--- config.mk ---
export PLATFORM = sky130hd
export DESIGN_NAME = caf_top
export DESIGN_NICKNAME = d
export VERILOG_FILES = /design/src/caf_pkg.sv /design/src/caf_filter_bank.sv /design/src/caf_match.sv /design/src/caf_top.sv
export SDC_FILE = /design/constraint.sdc
export NUM_CORES = 1
export LEC_CHECK = 0
export ABC_AREA = 1
export ABC_CLOCK_PERIOD_IN_PS = 1900
export BUFFER_PORTS_ARGS = -buffer_cell sky130_fd_sc_hd__buf_4
export CAP_MARGIN = 20
export CORE_MARGIN = 1.5
export CORE_UTILIZATION = 45
export CTS_CLUSTER_DIAMETER = 120
export DETAILED_ROUTE_END_ITERATION = 16
export PLACE_DENSITY = 0.67
export SYNTH_ARGS = -nofsm -noshare
export SYNTH_HDL_FRONTEND = slang
export SYNTH_SLANG_ARGS = --single-unit
--- constraint.sdc ---
create_clock -name mclk -period 1.9 [get_ports mclk]
set_input_delay 0.095 -clock mclk [delete_from_list [all_inputs] [get_ports mclk]]
set_output_delay 0.095 -clock mclk [all_outputs]
set_load 0.01 [all_outputs]
--- src/caf_pkg.sv ---
// shared constants and types for the acceptance filter and status block
package caf_pkg;

    localparam int unsigned CAF_CLK_MHZ = 200;

    // register byte addresses (word aligned)
    localparam logic [7:0] CAF_ADDR_BOCTL    = 8'h00;
    localparam logic [7:0] CAF_ADDR_RXERR    = 8'h04;
    localparam logic [7:0] CAF_ADDR_TXERR    = 8'h08;
    localparam logic [7:0] CAF_ADDR_LAYOUT   = 8'h0C;
    localparam logic [7:0] CAF_ADDR_PAT_BASE = 8'h20;
    localparam logic [7:0] CAF_ADDR_CARE_BASE = 8'h40;

    // field positions
    localparam int unsigned CAF_BUSOFF_HOLD_FLAG_BIT   = 0;
    localparam int unsigned CAF_LAYOUT_LSB   = 4;
    localparam int unsigned CAF_HIT_LSB      = 0;

    // reset values
    localparam logic [7:0] CAF_PAT_RST   = 8'h00;
    localparam logic [7:0] CAF_CARE_RST  = 8'h00;
    localparam logic [1:0] CAF_LAYOUT_RST = 2'h0;
    localparam logic [2:0] CAF_HIT_RST   = 3'h0;

    typedef enum logic [1:0] {
        CAF_LAY_32 = 2'h0,
        CAF_LAY_16 = 2'h1,
        CAF_LAY_8  = 2'h2,
        CAF_LAY_CLOSED = 2'h3
    } caf_layout_t;

    typedef enum logic [1:0] {
        CAF_BO_ACTIVE,
        CAF_BO_HELD,
        CAF_BO_RECOVER
    } caf_bo_state_t;

    // received identifier as stored in the background buffer
    typedef struct packed {
        logic [7:0] ident0;
        logic [7:0] ident1;
        logic [7:0] ident2;
        logic [7:0] ident3;
    } caf_ident_t;

    // operating mode handshakes from the controller
    typedef struct packed {
        logic init_request;
        logic init_acknowledge;
        logic sleep_request;
        logic sleep_acknowledge;
    } caf_mode_t;

endpackage : caf_pkg

--- src/caf_filter_bank.sv ---
// eight code and eight care bytes with registered read port
`timescale 1ns/100ps
module caf_filter_bank
(
    // clock and reset
    input  wire logic        mclk,
    input  wire logic        sys_rst,
    // write port
    input  wire logic        wr_en,
    input  wire logic        wr_care,
    input  wire logic [2:0]  wr_idx,
    input  wire logic [7:0]  wr_data,
    // read port
    input  wire logic        rd_care,
    input  wire logic [2:0]  rd_idx,
    output logic      [7:0]  rd_data,
    // flat view for the comparators
    output logic      [63:0] pat_flat,
    output logic      [63:0] care_flat
);
    import caf_pkg::*;

    logic [7:0] pat_r  [8];
    logic [7:0] care_r [8];
    logic [7:0] pat_nxt  [8];
    logic [7:0] care_nxt [8];
    logic [7:0] rd_r;
    logic [7:0] rd_nxt;

    always_comb
    begin
        pat_nxt  = pat_r;
        care_nxt = care_r;
        if (wr_en && !wr_care)
            pat_nxt[wr_idx] = wr_data;
        if (wr_en && wr_care)
            care_nxt[wr_idx] = wr_data;
        rd_nxt = rd_care ? care_r[rd_idx] : pat_r[rd_idx];
    end

    always_ff @(posedge mclk)
    begin
        if (sys_rst)
        begin
            for (int i = 0; i < 8; i++)
            begin
                pat_r[i]  <= CAF_PAT_RST;
                care_r[i] <= CAF_CARE_RST;
            end
            rd_r <= 8'h00;
        end
        else
        begin
            pat_r  <= pat_nxt;
            care_r <= care_nxt;
            rd_r   <= rd_nxt;
        end
    end

    assign rd_data = rd_r;

    genvar g;
    generate
        for (g = 0; g < 8; g++)
        begin : g_flat
            assign pat_flat[g*8 +: 8]  = pat_r[g];
            assign care_flat[g*8 +: 8] = care_r[g];
        end
    endgenerate

endmodule : caf_filter_bank

--- src/caf_match.sv ---
// combinational acceptance decision for one identifier
`timescale 1ns/100ps
module caf_match
(
    // filter setup
    input  wire logic [63:0]        pat_flat,
    input  wire logic [63:0]        care_flat,
    input  wire logic [1:0]         layout,
    // identifier under test
    input  wire caf_pkg::caf_ident_t ident,
    input  wire logic               extended,
    // decision
    output logic                    accept,
    output logic      [2:0]         hit
);
    import caf_pkg::*;

    logic [31:0] id_w;
    logic [7:0]  byte_ok;
    logic [7:0]  half_ok;

    assign id_w = {ident.ident3, ident.ident2, ident.ident1, ident.ident0};

    genvar g;
    generate
        for (g = 0; g < 8; g++)
        begin : g_byte
            // per-bit compare qualified by care byte
            // care bit 0 needs equality, care bit 1 is don't care
            assign byte_ok[g] = &(~(id_w[(g%4)*8 +: 8]
                ^ pat_flat[g*8 +: 8]) | care_flat[g*8 +: 8]);
            // 16-bit filters all look at the first two ident bytes
            assign half_ok[g] = &(~(id_w[(g%2)*8 +: 8]
                ^ pat_flat[g*8 +: 8]) | care_flat[g*8 +: 8]);
        end
    endgenerate

    always_comb
    begin
        accept = 1'b0;
        hit    = 3'h0;
        case (layout)
            CAF_LAY_32:
            begin
                // all unmasked bits must match
                // standard ids use only the first two bytes
                if (extended ? &byte_ok[3:0] : &byte_ok[1:0])
                begin
                    accept = 1'b1;
                    hit    = 3'h0;
                end
                else if (extended ? &byte_ok[7:4] : &byte_ok[5:4])
                begin
                    accept = 1'b1;
                    hit    = 3'h1;
                end
            end
            CAF_LAY_16:
            begin
                for (int f = 3; f >= 0; f--)
                    if (half_ok[2*f] && half_ok[2*f+1])
                    begin
                        accept = 1'b1;
                        hit    = 3'(f);
                    end
            end
            CAF_LAY_8:
            begin
                for (int f = 7; f >= 0; f--)
                    if (byte_ok[f])
                    begin
                        accept = 1'b1;
                        hit    = 3'(f);
                    end
            end
            default:
            begin
                // closed: nothing accepted
                accept = 1'b0;
                hit    = 3'h0;
            end
        endcase
    end

endmodule : caf_match

--- src/caf_top.sv ---
// acceptance filter, bus-off hold and error counter registers of a CAN block
// What this block does
// - with user recovery selected, bus-off sets hold flag and stays until released
// - clearing the hold flag while held starts bus-off recovery
// - hold flag: write one clears, write zero ignored, readable anytime
// - receive error counter is readable in a read-only register
// - transmit error counter is readable in its own read-only register
// - frames go to background buffer; host signalled only when accepted
// - rejected frame is dropped, overwritten by the next one
// - code bits compared with identifier bytes bit for bit
// - in 32-bit layout extended uses four code/care pairs, standard only the first two
// - each compare bit is qualified by its care bit
// - care bit zero demands identifier bit equals code bit
// - care bit one makes that position don't care
// - a filter accepts only if every cared bit matches
// - code and care registers always readable, writable only in init mode
// - layout field: 32-bit, 16-bit, 8-bit filters, or closed
// - hit index names accepting filter, updated on foreground load
`timescale 1ns/100ps
module caf_top
(
    // clock and reset
    input  wire logic                mclk,
    input  wire logic                sys_rst,
    // apb slave
    input  wire logic                psel,
    input  wire logic                penable,
    input  wire logic                pwrite,
    input  wire logic [7:0]          paddr,
    input  wire logic [31:0]         pwdata,
    output logic                     pready,
    output logic      [31:0]         prdata,
    output logic                     pslverr,
    // controller mode and recovery selection
    input  wire caf_pkg::caf_mode_t  mode,
    input  wire logic                busoff_recovery_select,
    // protocol engine events
    input  wire logic                busoff_enter,
    input  wire logic                busoff_auto_done,
    input  wire logic [7:0]          rx_fault_cnt,
    input  wire logic [7:0]          tx_fault_cnt,
    // received frame into background buffer
    input  wire logic                frame_valid,
    input  wire caf_pkg::caf_ident_t frame_ident,
    input  wire logic                frame_extended,
    // foreground buffer load from the receive fifo
    input  wire logic                fg_load,
    input  wire logic [2:0]          fg_hit,
    // outputs to the receive path
    output logic                     frame_accept,
    output logic                     frame_drop,
    output logic      [2:0]          accept_hit,
    output logic                     busoff_held,
    output logic                     busoff_recover_req,
    output logic      [2:0]          filter_hit_index
);
    import caf_pkg::*;

    logic        init_mode;
    logic        acc_w;
    logic        acc_r;
    logic        acc_rd;
    logic [7:0]  acc_a;
    logic        bank_sel;
    logic        bank_wr;
    logic        bank_rd_care;
    logic [7:0]  bank_rdata;
    logic [63:0] pat_flat;
    logic [63:0] care_flat;
    logic        m_accept;
    logic [2:0]  m_hit;

    // bus
    logic        pready_r, pready_nxt;
    logic [31:0] prdata_r, prdata_nxt;
    logic        pslverr_r, pslverr_nxt;
    logic        bank_pend_r, bank_pend_nxt;

    // control state
    caf_bo_state_t bo_r, bo_nxt;
    logic        hold_r, hold_nxt;
    logic        rec_r, rec_nxt;
    logic [1:0]  layout_r, layout_nxt;
    logic [2:0]  hit_idx_r, hit_idx_nxt;
    logic        facc_r, facc_nxt;
    logic        fdrop_r, fdrop_nxt;
    logic [2:0]  ahit_r, ahit_nxt;

    assign init_mode = mode.init_request && mode.init_acknowledge;
    // one wait state, two for bank reads: access taken in first access cycle with pready low
    assign acc_w  = psel && penable && pwrite && !pready_r && !bank_pend_r;
    assign acc_rd = psel && penable && !pwrite && !pready_r && !bank_pend_r;
    assign acc_r  = acc_rd;
    assign acc_a  = paddr;

    assign bank_sel = (paddr >= CAF_ADDR_PAT_BASE)
        && (paddr < CAF_ADDR_CARE_BASE + 8'h20)
        && (paddr[1:0] == 2'h0)
        && ((paddr < CAF_ADDR_PAT_BASE + 8'h20)
            || (paddr >= CAF_ADDR_CARE_BASE));
    assign bank_rd_care = paddr >= CAF_ADDR_CARE_BASE;
    // filter setup is write protected outside init mode
    assign bank_wr = acc_w && bank_sel && init_mode;

    caf_filter_bank u_bank
    (
        .mclk      (mclk),
        .sys_rst   (sys_rst),
        .wr_en     (bank_wr),
        .wr_care   (bank_rd_care),
        .wr_idx    (paddr[4:2]),
        .wr_data   (pwdata[7:0]),
        .rd_care   (bank_rd_care),
        .rd_idx    (paddr[4:2]),
        .rd_data   (bank_rdata),
        .pat_flat  (pat_flat),
        .care_flat (care_flat)
    );

    caf_match u_match
    (
        .pat_flat  (pat_flat),
        .care_flat (care_flat),
        .layout    (layout_r),
        .ident     (frame_ident),
        .extended  (frame_extended),
        .accept    (m_accept),
        .hit       (m_hit)
    );

    // apb response
    always_comb
    begin
        pready_nxt    = 1'b0;
        prdata_nxt    = prdata_r;
        pslverr_nxt   = 1'b0;
        bank_pend_nxt = 1'b0;
        if (acc_w || acc_rd)
        begin
            pready_nxt = 1'b1;
            prdata_nxt = 32'h0000_0000;
            if (acc_a == CAF_ADDR_BOCTL)
            begin
                if (acc_rd)
                    prdata_nxt[CAF_BUSOFF_HOLD_FLAG_BIT] = hold_r;
            end
            else if (acc_a == CAF_ADDR_RXERR)
            begin
                if (acc_rd)
                    prdata_nxt[7:0] = rx_fault_cnt;
            end
            else if (acc_a == CAF_ADDR_TXERR)
            begin
                if (acc_rd)
                    prdata_nxt[7:0] = tx_fault_cnt;
            end
            else if (acc_a == CAF_ADDR_LAYOUT)
            begin
                if (acc_rd)
                begin
                    prdata_nxt[CAF_LAYOUT_LSB +: 2] = layout_r;
                    prdata_nxt[CAF_HIT_LSB +: 3]    = hit_idx_r;
                end
            end
            else if (bank_sel)
            begin
                // bank read data arrives one cycle later
                pready_nxt    = !acc_rd;
                bank_pend_nxt = acc_rd;
            end
            else
            begin
                pslverr_nxt = 1'b1;
            end
        end
        if (bank_pend_r)
        begin
            pready_nxt = 1'b1;
            prdata_nxt = {24'h000000, bank_rdata};
        end
    end

    always_ff @(posedge mclk)
    begin
        if (sys_rst)
        begin
            pready_r    <= 1'b0;
            prdata_r    <= 32'h0000_0000;
            pslverr_r   <= 1'b0;
            bank_pend_r <= 1'b0;
        end
        else
        begin
            pready_r    <= pready_nxt;
            prdata_r    <= prdata_nxt;
            pslverr_r   <= pslverr_nxt;
            bank_pend_r <= bank_pend_nxt;
        end
    end

    // bus-off hold, layout, receive decision
    always_comb
    begin
        bo_nxt      = bo_r;
        hold_nxt    = hold_r;
        rec_nxt     = 1'b0;
        layout_nxt  = layout_r;
        hit_idx_nxt = hit_idx_r;
        facc_nxt    = 1'b0;
        fdrop_nxt   = 1'b0;
        ahit_nxt    = ahit_r;
        // automatic recovery when user recovery is not selected
        if (bo_r == CAF_BO_ACTIVE && busoff_auto_done)
            hold_nxt = 1'b0;
        case (bo_r)
            CAF_BO_ACTIVE, CAF_BO_RECOVER:
            begin
                bo_nxt = CAF_BO_ACTIVE;
                if (busoff_enter && busoff_recovery_select)
                begin
                    bo_nxt   = CAF_BO_HELD;
                    hold_nxt = 1'b1;
                end
            end
            CAF_BO_HELD:
            begin
                // write one clears; zero ignored
                if (acc_w && acc_a == CAF_ADDR_BOCTL
                    && pwdata[CAF_BUSOFF_HOLD_FLAG_BIT])
                begin
                    hold_nxt = 1'b0;
                    rec_nxt  = 1'b1;
                    bo_nxt   = CAF_BO_RECOVER;
                end
            end
            default:
            begin
                bo_nxt = CAF_BO_ACTIVE;
            end
        endcase
        if (acc_w && acc_a == CAF_ADDR_LAYOUT && init_mode)
            layout_nxt = pwdata[CAF_LAYOUT_LSB +: 2];
        // background frame judged; rejects simply get overwritten
        if (frame_valid)
        begin
            facc_nxt  = m_accept;
            fdrop_nxt = !m_accept;
            ahit_nxt  = m_hit;
        end
        if (fg_load)
            hit_idx_nxt = fg_hit;
    end

    always_ff @(posedge mclk)
    begin
        if (sys_rst)
        begin
            bo_r      <= CAF_BO_ACTIVE;
            hold_r    <= 1'b0;
            rec_r     <= 1'b0;
            layout_r  <= CAF_LAYOUT_RST;
            hit_idx_r <= CAF_HIT_RST;
            facc_r    <= 1'b0;
            fdrop_r   <= 1'b0;
            ahit_r    <= CAF_HIT_RST;
        end
        else
        begin
            bo_r      <= bo_nxt;
            hold_r    <= hold_nxt;
            rec_r     <= rec_nxt;
            layout_r  <= layout_nxt;
            hit_idx_r <= hit_idx_nxt;
            facc_r    <= facc_nxt;
            fdrop_r   <= fdrop_nxt;
            ahit_r    <= ahit_nxt;
        end
    end

    assign pready             = pready_r;
    assign prdata             = prdata_r;
    assign pslverr            = pslverr_r;
    assign frame_accept       = facc_r;
    assign frame_drop         = fdrop_r;
    assign accept_hit         = ahit_r;
    assign busoff_held        = hold_r;
    assign busoff_recover_req = rec_r;
    assign filter_hit_index   = hit_idx_r;

endmodule : caf_top

==> impl_metrics.env, run 1 <==
export IMPL_outcome="finished clean"
export IMPL_rows=50
export IMPL_ys_types=32
export IMPL_finalCritPeriodShare_pct=93.0
export IMPL_r2r_slack_ps=130
export IMPL_reg2reg_depth=13
export IMPL_worstReg2RegEnd="accept_hit[0]$_SDFFE_PP0P_"
export IMPL_final_cell_area_mm2=0.0108
export IMPL_seq_area_frac_synth_pct=36.6
export IMPL_rsz0062_at_grt="false"
export IMPL_wl_met1_um=13500
export IMPL_dp_cells=1710
export IMPL_required_ps=2260
export IMPL_fmax_mhz=566
export IMPL_placed_cell_area_mm2=0.00994
export IMPL_finalSetupTns_ps=0
export IMPL_r2r_start="u_bank.pat_flat[48]$_SDFFE_PP0P_"
export IMPL_synthCells=1371
export IMPL_cts_path_max_buffers=2
export IMPL_grt_pass1_vias=8524
export IMPL_hold_class="in2reg"
export IMPL_fin_util_pct=56.9
export IMPL_n_fill_cell=1856
export IMPL_cts_htree_levels=4
export IMPL_clk_latency_ps=430
export IMPL_grt_pass1_wl_um=47600
export IMPL_dr_pass1_iters=6
export IMPL_hold_viol_final=0
export IMPL_synth_area_mm2=0.00880
export IMPL_pre_cts_slack_ps=15.7
export IMPL_skew_ps=10.9
export IMPL_endpoint_kind="flip-flop"
export IMPL_antenna_cells=0
export IMPL_coreArea_mm2=0.0190
export IMPL_final_common_cell="nand2_1"
export IMPL_route_met2_wl_um=13900
export IMPL_p_per_area_mw_per_mm2=729
export IMPL_avgViaCountPerCell=5.40
export IMPL_vias=9505
export IMPL_worstPathArrival_ps=2130
export IMPL_drt_iter0_markers=942
export IMPL_power_mw=7.85
export IMPL_top_layer="met5"
export IMPL_regArea_mm2=0.00322
export IMPL_path_clk_slew_ps=60
export IMPL_die_height_um=143
export IMPL_worstPathMaxFanout=4
export IMPL_drt_total_wl_um=31400
export IMPL_die_area_mm2=0.0204
export IMPL_synth_seq_cells=161
export IMPL_wl_per_cell_um=17.8
export IMPL_clkSinkCount=161
export IMPL_endpoint="accept_hit[0]$_SDFFE_PP0P_"
export IMPL_ant_nets=0
export IMPL_p_leak_nw=4.50
export IMPL_relSlewSlack_pct=59.6
export IMPL_hpwl_um=23600
export IMPL_die_x_um=143
export IMPL_drive_above_1_share_pct=11.9
export IMPL_layout_common_cells="nand2_1, inv_1, a21oi_1"
export IMPL_ctsRootBufferMaster="clkbuf_16"
export IMPL_area_delta_synth_final_pct=22.4
export IMPL_grt_max_degree=110
export IMPL_worstSetupPathType="reg2reg"
export IMPL_critPathLaunchType="flip-flop"
export IMPL_final_cells=1760
export IMPL_drc=0
export IMPL_setup_ws_ps=133
export IMPL_yosysWarnings=0
export IMPL_vdd_drop_max_v=0.000628
export IMPL_crit_path_start="u_bank.pat_flat[48]$_SDFFE_PP0P_"
export IMPL_antenna_found_initial=1
export IMPL_max_cap_violations=0
export IMPL_met3WireLength_um=2920
export IMPL_cts_made_buffers=17
export IMPL_setup_violations_final=0
export IMPL_finalMaxSlewViolations=0
export IMPL_synth_area_per_cell_um2=6.42
export IMPL_whs_ps=16.0
export IMPL_hold_start="busoff_auto_done"
export IMPL_grt_usage_pct=31.2
export IMPL_multi_input_comb_area_mm2=0.00451
export IMPL_ioPinCount=150
export IMPL_io_buffers=99
export IMPL_finalNetCount=1595
export IMPL_worst_pin_slew_ps=603
export IMPL_place_gp_congestion=0.947
export IMPL_start_util_pct=46.4
export IMPL_cts_tree="done"
export IMPL_holdPathStages=6
export IMPL_period_needed_ps=1770
export IMPL_overflow=0
==> routing by layer <==
layer	track usage, %	vias up
li1	-	4726
met1	42.1	4226
met2	50.4	489
met3	5.00	62
met4	11.6	2
met5	0	-
==> worst max-delay path: stages, from the launching register on <==
cell     delay [ps]
dfxtp_1         320
inv_1           150
nand2_1          70
nand3_1         180
nand2_1          80
nor2_1          180
nand2_1          80
nor2_1          190
nand2_1          80
nand2_1          60
nand2_1          50
nand3_1          90
nand2_1          60
a21oi_1         100
==> cell families (layout without fill, tap and decap cells) <==
logic type	count (synthesis)	in the layout	share of synthesized area, %
simple gates	489	489	22.6
other cells	1	24	0.0426
buf+inv	280	386	13.3
compound gates	435	435	26.9
flops	161	161	36.6
xor+xnor	5	5	0.498
==> Yosys cell counts <==
| cell type | n | area share, % |
|---|---|---|
| buf_2 | 19 | 1.1 |
| nand2_1 | 289 | 12 |
| a221oi_1 | 7 | 0.70 |
| and2_0 | 1 | 0.071 |
| a32o_1 | 1 | 0.11 |
| o31ai_1 | 3 | 0.26 |
| nor2_2 | 2 | 0.14 |
| buf_6 | 1 | 0.13 |
| o311ai_0 | 9 | 0.90 |
| o22ai_1 | 39 | 2.8 |
| o21ai_0 | 164 | 9.3 |
| conb_1 | 1 | 0.043 |
| nor3_1 | 3 | 0.17 |
| xor2_1 | 1 | 0.10 |
| o211ai_1 | 16 | 1.4 |
| xnor2_1 | 4 | 0.40 |
| buf_4 | 24 | 2.0 |
| clkbuf_1 | 36 | 1.5 |
| nor3_4 | 2 | 0.37 |
| clkinv_1 | 1 | 0.043 |
| a31oi_1 | 8 | 0.57 |
| inv_1 | 197 | 8.4 |
| a211oi_1 | 2 | 0.17 |
| nor2_1 | 106 | 4.5 |
| dfxtp_1 | 161 | 37 |
| a22oi_1 | 2 | 0.17 |
| buf_1 | 2 | 0.085 |
| a22o_1 | 1 | 0.10 |
| nand4_1 | 7 | 0.50 |
| nand3_1 | 79 | 4.5 |
| o2111ai_1 | 2 | 0.20 |
| a21oi_1 | 181 | 10 |
==> area by class of cell <==
class / count / share of cell area (%)
multi-input cells: 953 / 41.9
repair buffers: 158 / 12.6
clock inverters: 9 / 1.22
well taps: 260 / 3.02
inverters: 198 / 6.90
flip-flops and latches: 161 / 29.9
clock buffers: 21 / 4.46
==> state kept, by name, summed over array words and instances, names as in the netlist, 2 cells and up <==
register,cells
layout_r,2
bo_r,2
u_bank.care_flat,64
u_bank.rd_data,8
filter_hit_index,3
prdata,8
accept_hit,3
u_bank.pat_flat,64
==> repair_timing <==
| item | CTS | global route |
|---|---|---|
| hold buffers | 20 | 0 |
| pin swaps | 0 | 0 |
| resized for setup | 1 | 16 |
| setup endpoints to repair | 1 | 116 |
| buffers inserted | 0 | 0 |
| endpoints found under the hold margin | 15 | 0 |
==> report_power, final <==
part           switching (mW)  internal [mW]  leakage [nW]
Clock                    1.43           2.19         0.293
Combinational           0.515          0.311          2.91
Sequential             0.0108           3.40          1.30
Total                    1.95           5.90          4.50
==> worst min-delay path by stage <==
| stage | endpoint |
|---|---|
| floorplan | filter_hit_index[0]$_SDFFE_PP0P_ |
| global placement | filter_hit_index[2]$_SDFFE_PP0P_ |
| detailed placement | filter_hit_index[0]$_SDFFE_PP0P_ |
| CTS | busoff_held$_SDFF_PP0_ |
| global route | busoff_held$_SDFF_PP0_ |
| finish | busoff_held$_SDFF_PP0_ |
No activity file was read; power rests on OpenSTA's default activity.
==> run 2: changes to the inputs <==
- BUFFER_PORTS_ARGS: -buffer_cell sky130_fd_sc_hd__buf_4 -> -buffer_cell sky130_fd_sc_hd__buf_2
- HOLD_SLACK_MARGIN: not set -> 0.08
==> impl_metrics.env, run 2 (synthesis gave the netlist of run 1 again) <==
export IMPL_grt_use_met3_pct=5.87
export IMPL_crit_path_start="u_bank.pat_flat[49]$_SDFFE_PP0P_"
export IMPL_path_common_cell="nand2_1"
export IMPL_reg2reg_depth=11
export IMPL_worstPathMaxFanout=4
export IMPL_required_ps=2270
export IMPL_io_buffers=99
export IMPL_final_cells=1775
export IMPL_grt_pass1_vias=8458
export IMPL_worstSetupPathType="reg2reg"
export IMPL_rows=50
export IMPL_p_leak_nw=4.48
export IMPL_crit_slowest_cell="o21ai_0"
export IMPL_period_needed_ps=1790
export IMPL_coreArea_mm2=0.0190
export IMPL_wl_per_cell_um=18.1
export IMPL_outcome="finished clean"
export IMPL_finalNetCount=1608
export IMPL_setup_violations_final=0
export IMPL_grt_max_degree=83
export IMPL_hold_class="in2reg"
export IMPL_place_gp_congestion=0.956
export IMPL_ant_nets=0
export IMPL_worstPathArrival_ps=2160
export IMPL_path_clk_slew_ps=70
export IMPL_critPathLaunchType="flip-flop"
export IMPL_worst_pin_slew_ps=486
export IMPL_holdPathEnd="prdata[1]$_SDFFE_PP0P_"
export IMPL_drive_above_1_share_pct=12.2
export IMPL_hold_viol_final=0
export IMPL_area_delta_synth_final_pct=20.8
export IMPL_final_cell_area_mm2=0.0106
export IMPL_overflow=0
export IMPL_hpwl_um=24100
export IMPL_final_common_cell="nand2_1"
export IMPL_cp_slowest_stage_delay_ps=420
export IMPL_die_area_mm2=0.0204
export IMPL_relSlewSlack_pct=67.3
export IMPL_die_x_um=143
export IMPL_clkSinkCount=161
export IMPL_start_util_pct=46.4
export IMPL_dr_pass1_iters=5
export IMPL_grt_pass1_wl_um=48200
export IMPL_grt_util_met2_pct=51.4
export IMPL_drt_iter0_markers=1061
export IMPL_cts_htree_levels=4
export IMPL_drt_total_wl_um=32200
export IMPL_hold_start="tx_fault_cnt[1]"
export IMPL_clk_latency_ps=440
export IMPL_max_cap_violations=0
export IMPL_path_cells="o21ai_0 > nand2_1 > nor2_1 > nand2_1 > nor2_1 > nand2_1 > nand2_1 > nand2_1 > nand3_1 > nand2_1 > a21oi_1"
export IMPL_skew_ps=8.65
export IMPL_worstReg2RegEnd="accept_hit[0]$_SDFFE_PP0P_"
export IMPL_vias=9640
export IMPL_vdd_drop_max_v=0.000641
export IMPL_grt_usage_pct=31.8
export IMPL_r2r_start="u_bank.pat_flat[49]$_SDFFE_PP0P_"
export IMPL_holdPathStages=5
export IMPL_endpoint_kind="flip-flop"
export IMPL_finalSetupTns_ps=0
export IMPL_rsz0062_at_grt="false"
export IMPL_antenna_cells=0
export IMPL_p_per_area_mw_per_mm2=717
export IMPL_fmax_mhz=560
export IMPL_r2r_slack_ps=110
export IMPL_placed_cell_area_mm2=0.00978
export IMPL_finalMaxSlewViolations=0
export IMPL_layout_common_cells="nand2_1, inv_1, a21oi_1"
export IMPL_finalCritPeriodShare_pct=94.0
export IMPL_cts_made_buffers=17
export IMPL_antenna_found_initial=0
export IMPL_drc=0
export IMPL_dp_cells=1718
export IMPL_grtUsageMet1_pct=43.0
export IMPL_ioPinCount=150
export IMPL_ctsRootBufferMaster="clkbuf_16"
export IMPL_avgViaCountPerCell=5.43
export IMPL_cts_tree="done"
export IMPL_cts_path_max_buffers=2
export IMPL_grt_busiest_layer="met2"
export IMPL_die_height_um=143
## run 2: what timing repair did
item / in CTS / in global routing
resized for setup: 1 / 10
pin swaps: 0 / 1
endpoints found under the setup margin: 1 / 101
setup buffers: 0 / 0
hold buffers: 25 / 0
hold endpoints to repair: 19 / 0
## run 2: how the worst max path moves through the flow
stage                                              endpoint  slack, ps
after detailed placement   u_bank.pat_flat[25]$_SDFFE_PP0P_         50
after global routing       u_bank.pat_flat[43]$_SDFFE_PP0P_          2
after CTS                  u_bank.pat_flat[17]$_SDFFE_PP0P_         60
final                            accept_hit[0]$_SDFFE_PP0P_        110
after floorplan           u_bank.care_flat[61]$_SDFFE_PP0P_        170
after global placement     u_bank.care_flat[6]$_SDFFE_PP0P_        120
## run 2: power breakdown
part / switching [mW] / leakage, nW / internal (mW)
Clock: 1.50 / 0.272 / 1.92
Sequential: 0.0112 / 1.30 / 3.40
Combinational: 0.525 / 2.91 / 0.268
Total: 2.04 / 4.48 / 5.58
## run 2: critical path: cells and delay by family, from the launching register on
family / cells / cell delay [ps]
compound gates: 2 / 530
simple gates: 9 / 870
flops: 1 / 330
## run 2: metrics by stage
stage | hold WS (ps) | utilization, % | power [mW] | worst slack [ps]
2_1_floorplan | 230 | - | 3.91 | 174
3_3_place_gp | 325 | 51.6 | 4.21 | 118
3_5_place_dp | 324 | 51.6 | 4.21 | 45.5
4_1_cts | 86.5 | 56.0 | 7.62 | 55.4
5_1_grt | 118 | 56.1 | 7.86 | 1.69
6_report | 96.3 | 56.1 | 7.62 | 114
## run 2: area by class of cell
| class | count | area, um^2 |
|---|---|---|
| clock buffer | 21 | 470 |
| clock inverter | 11 | 105 |
| fill | 1832 | 8330 |
| inverter | 198 | 743 |
| multi-input combinational | 953 | 4510 |
| sequential | 161 | 3220 |
| tap | 260 | 325 |
| timing repair buffer | 171 | 1250 |
## run 2: routing by layer
metal | wire length (um) | vias to the layer above
met5 | 0 | -
met4 | 795 | 0
met3 | 2590 | 40
met2 | 14500 | 440
met1 | 14200 | 4398
li1 | - | 4762
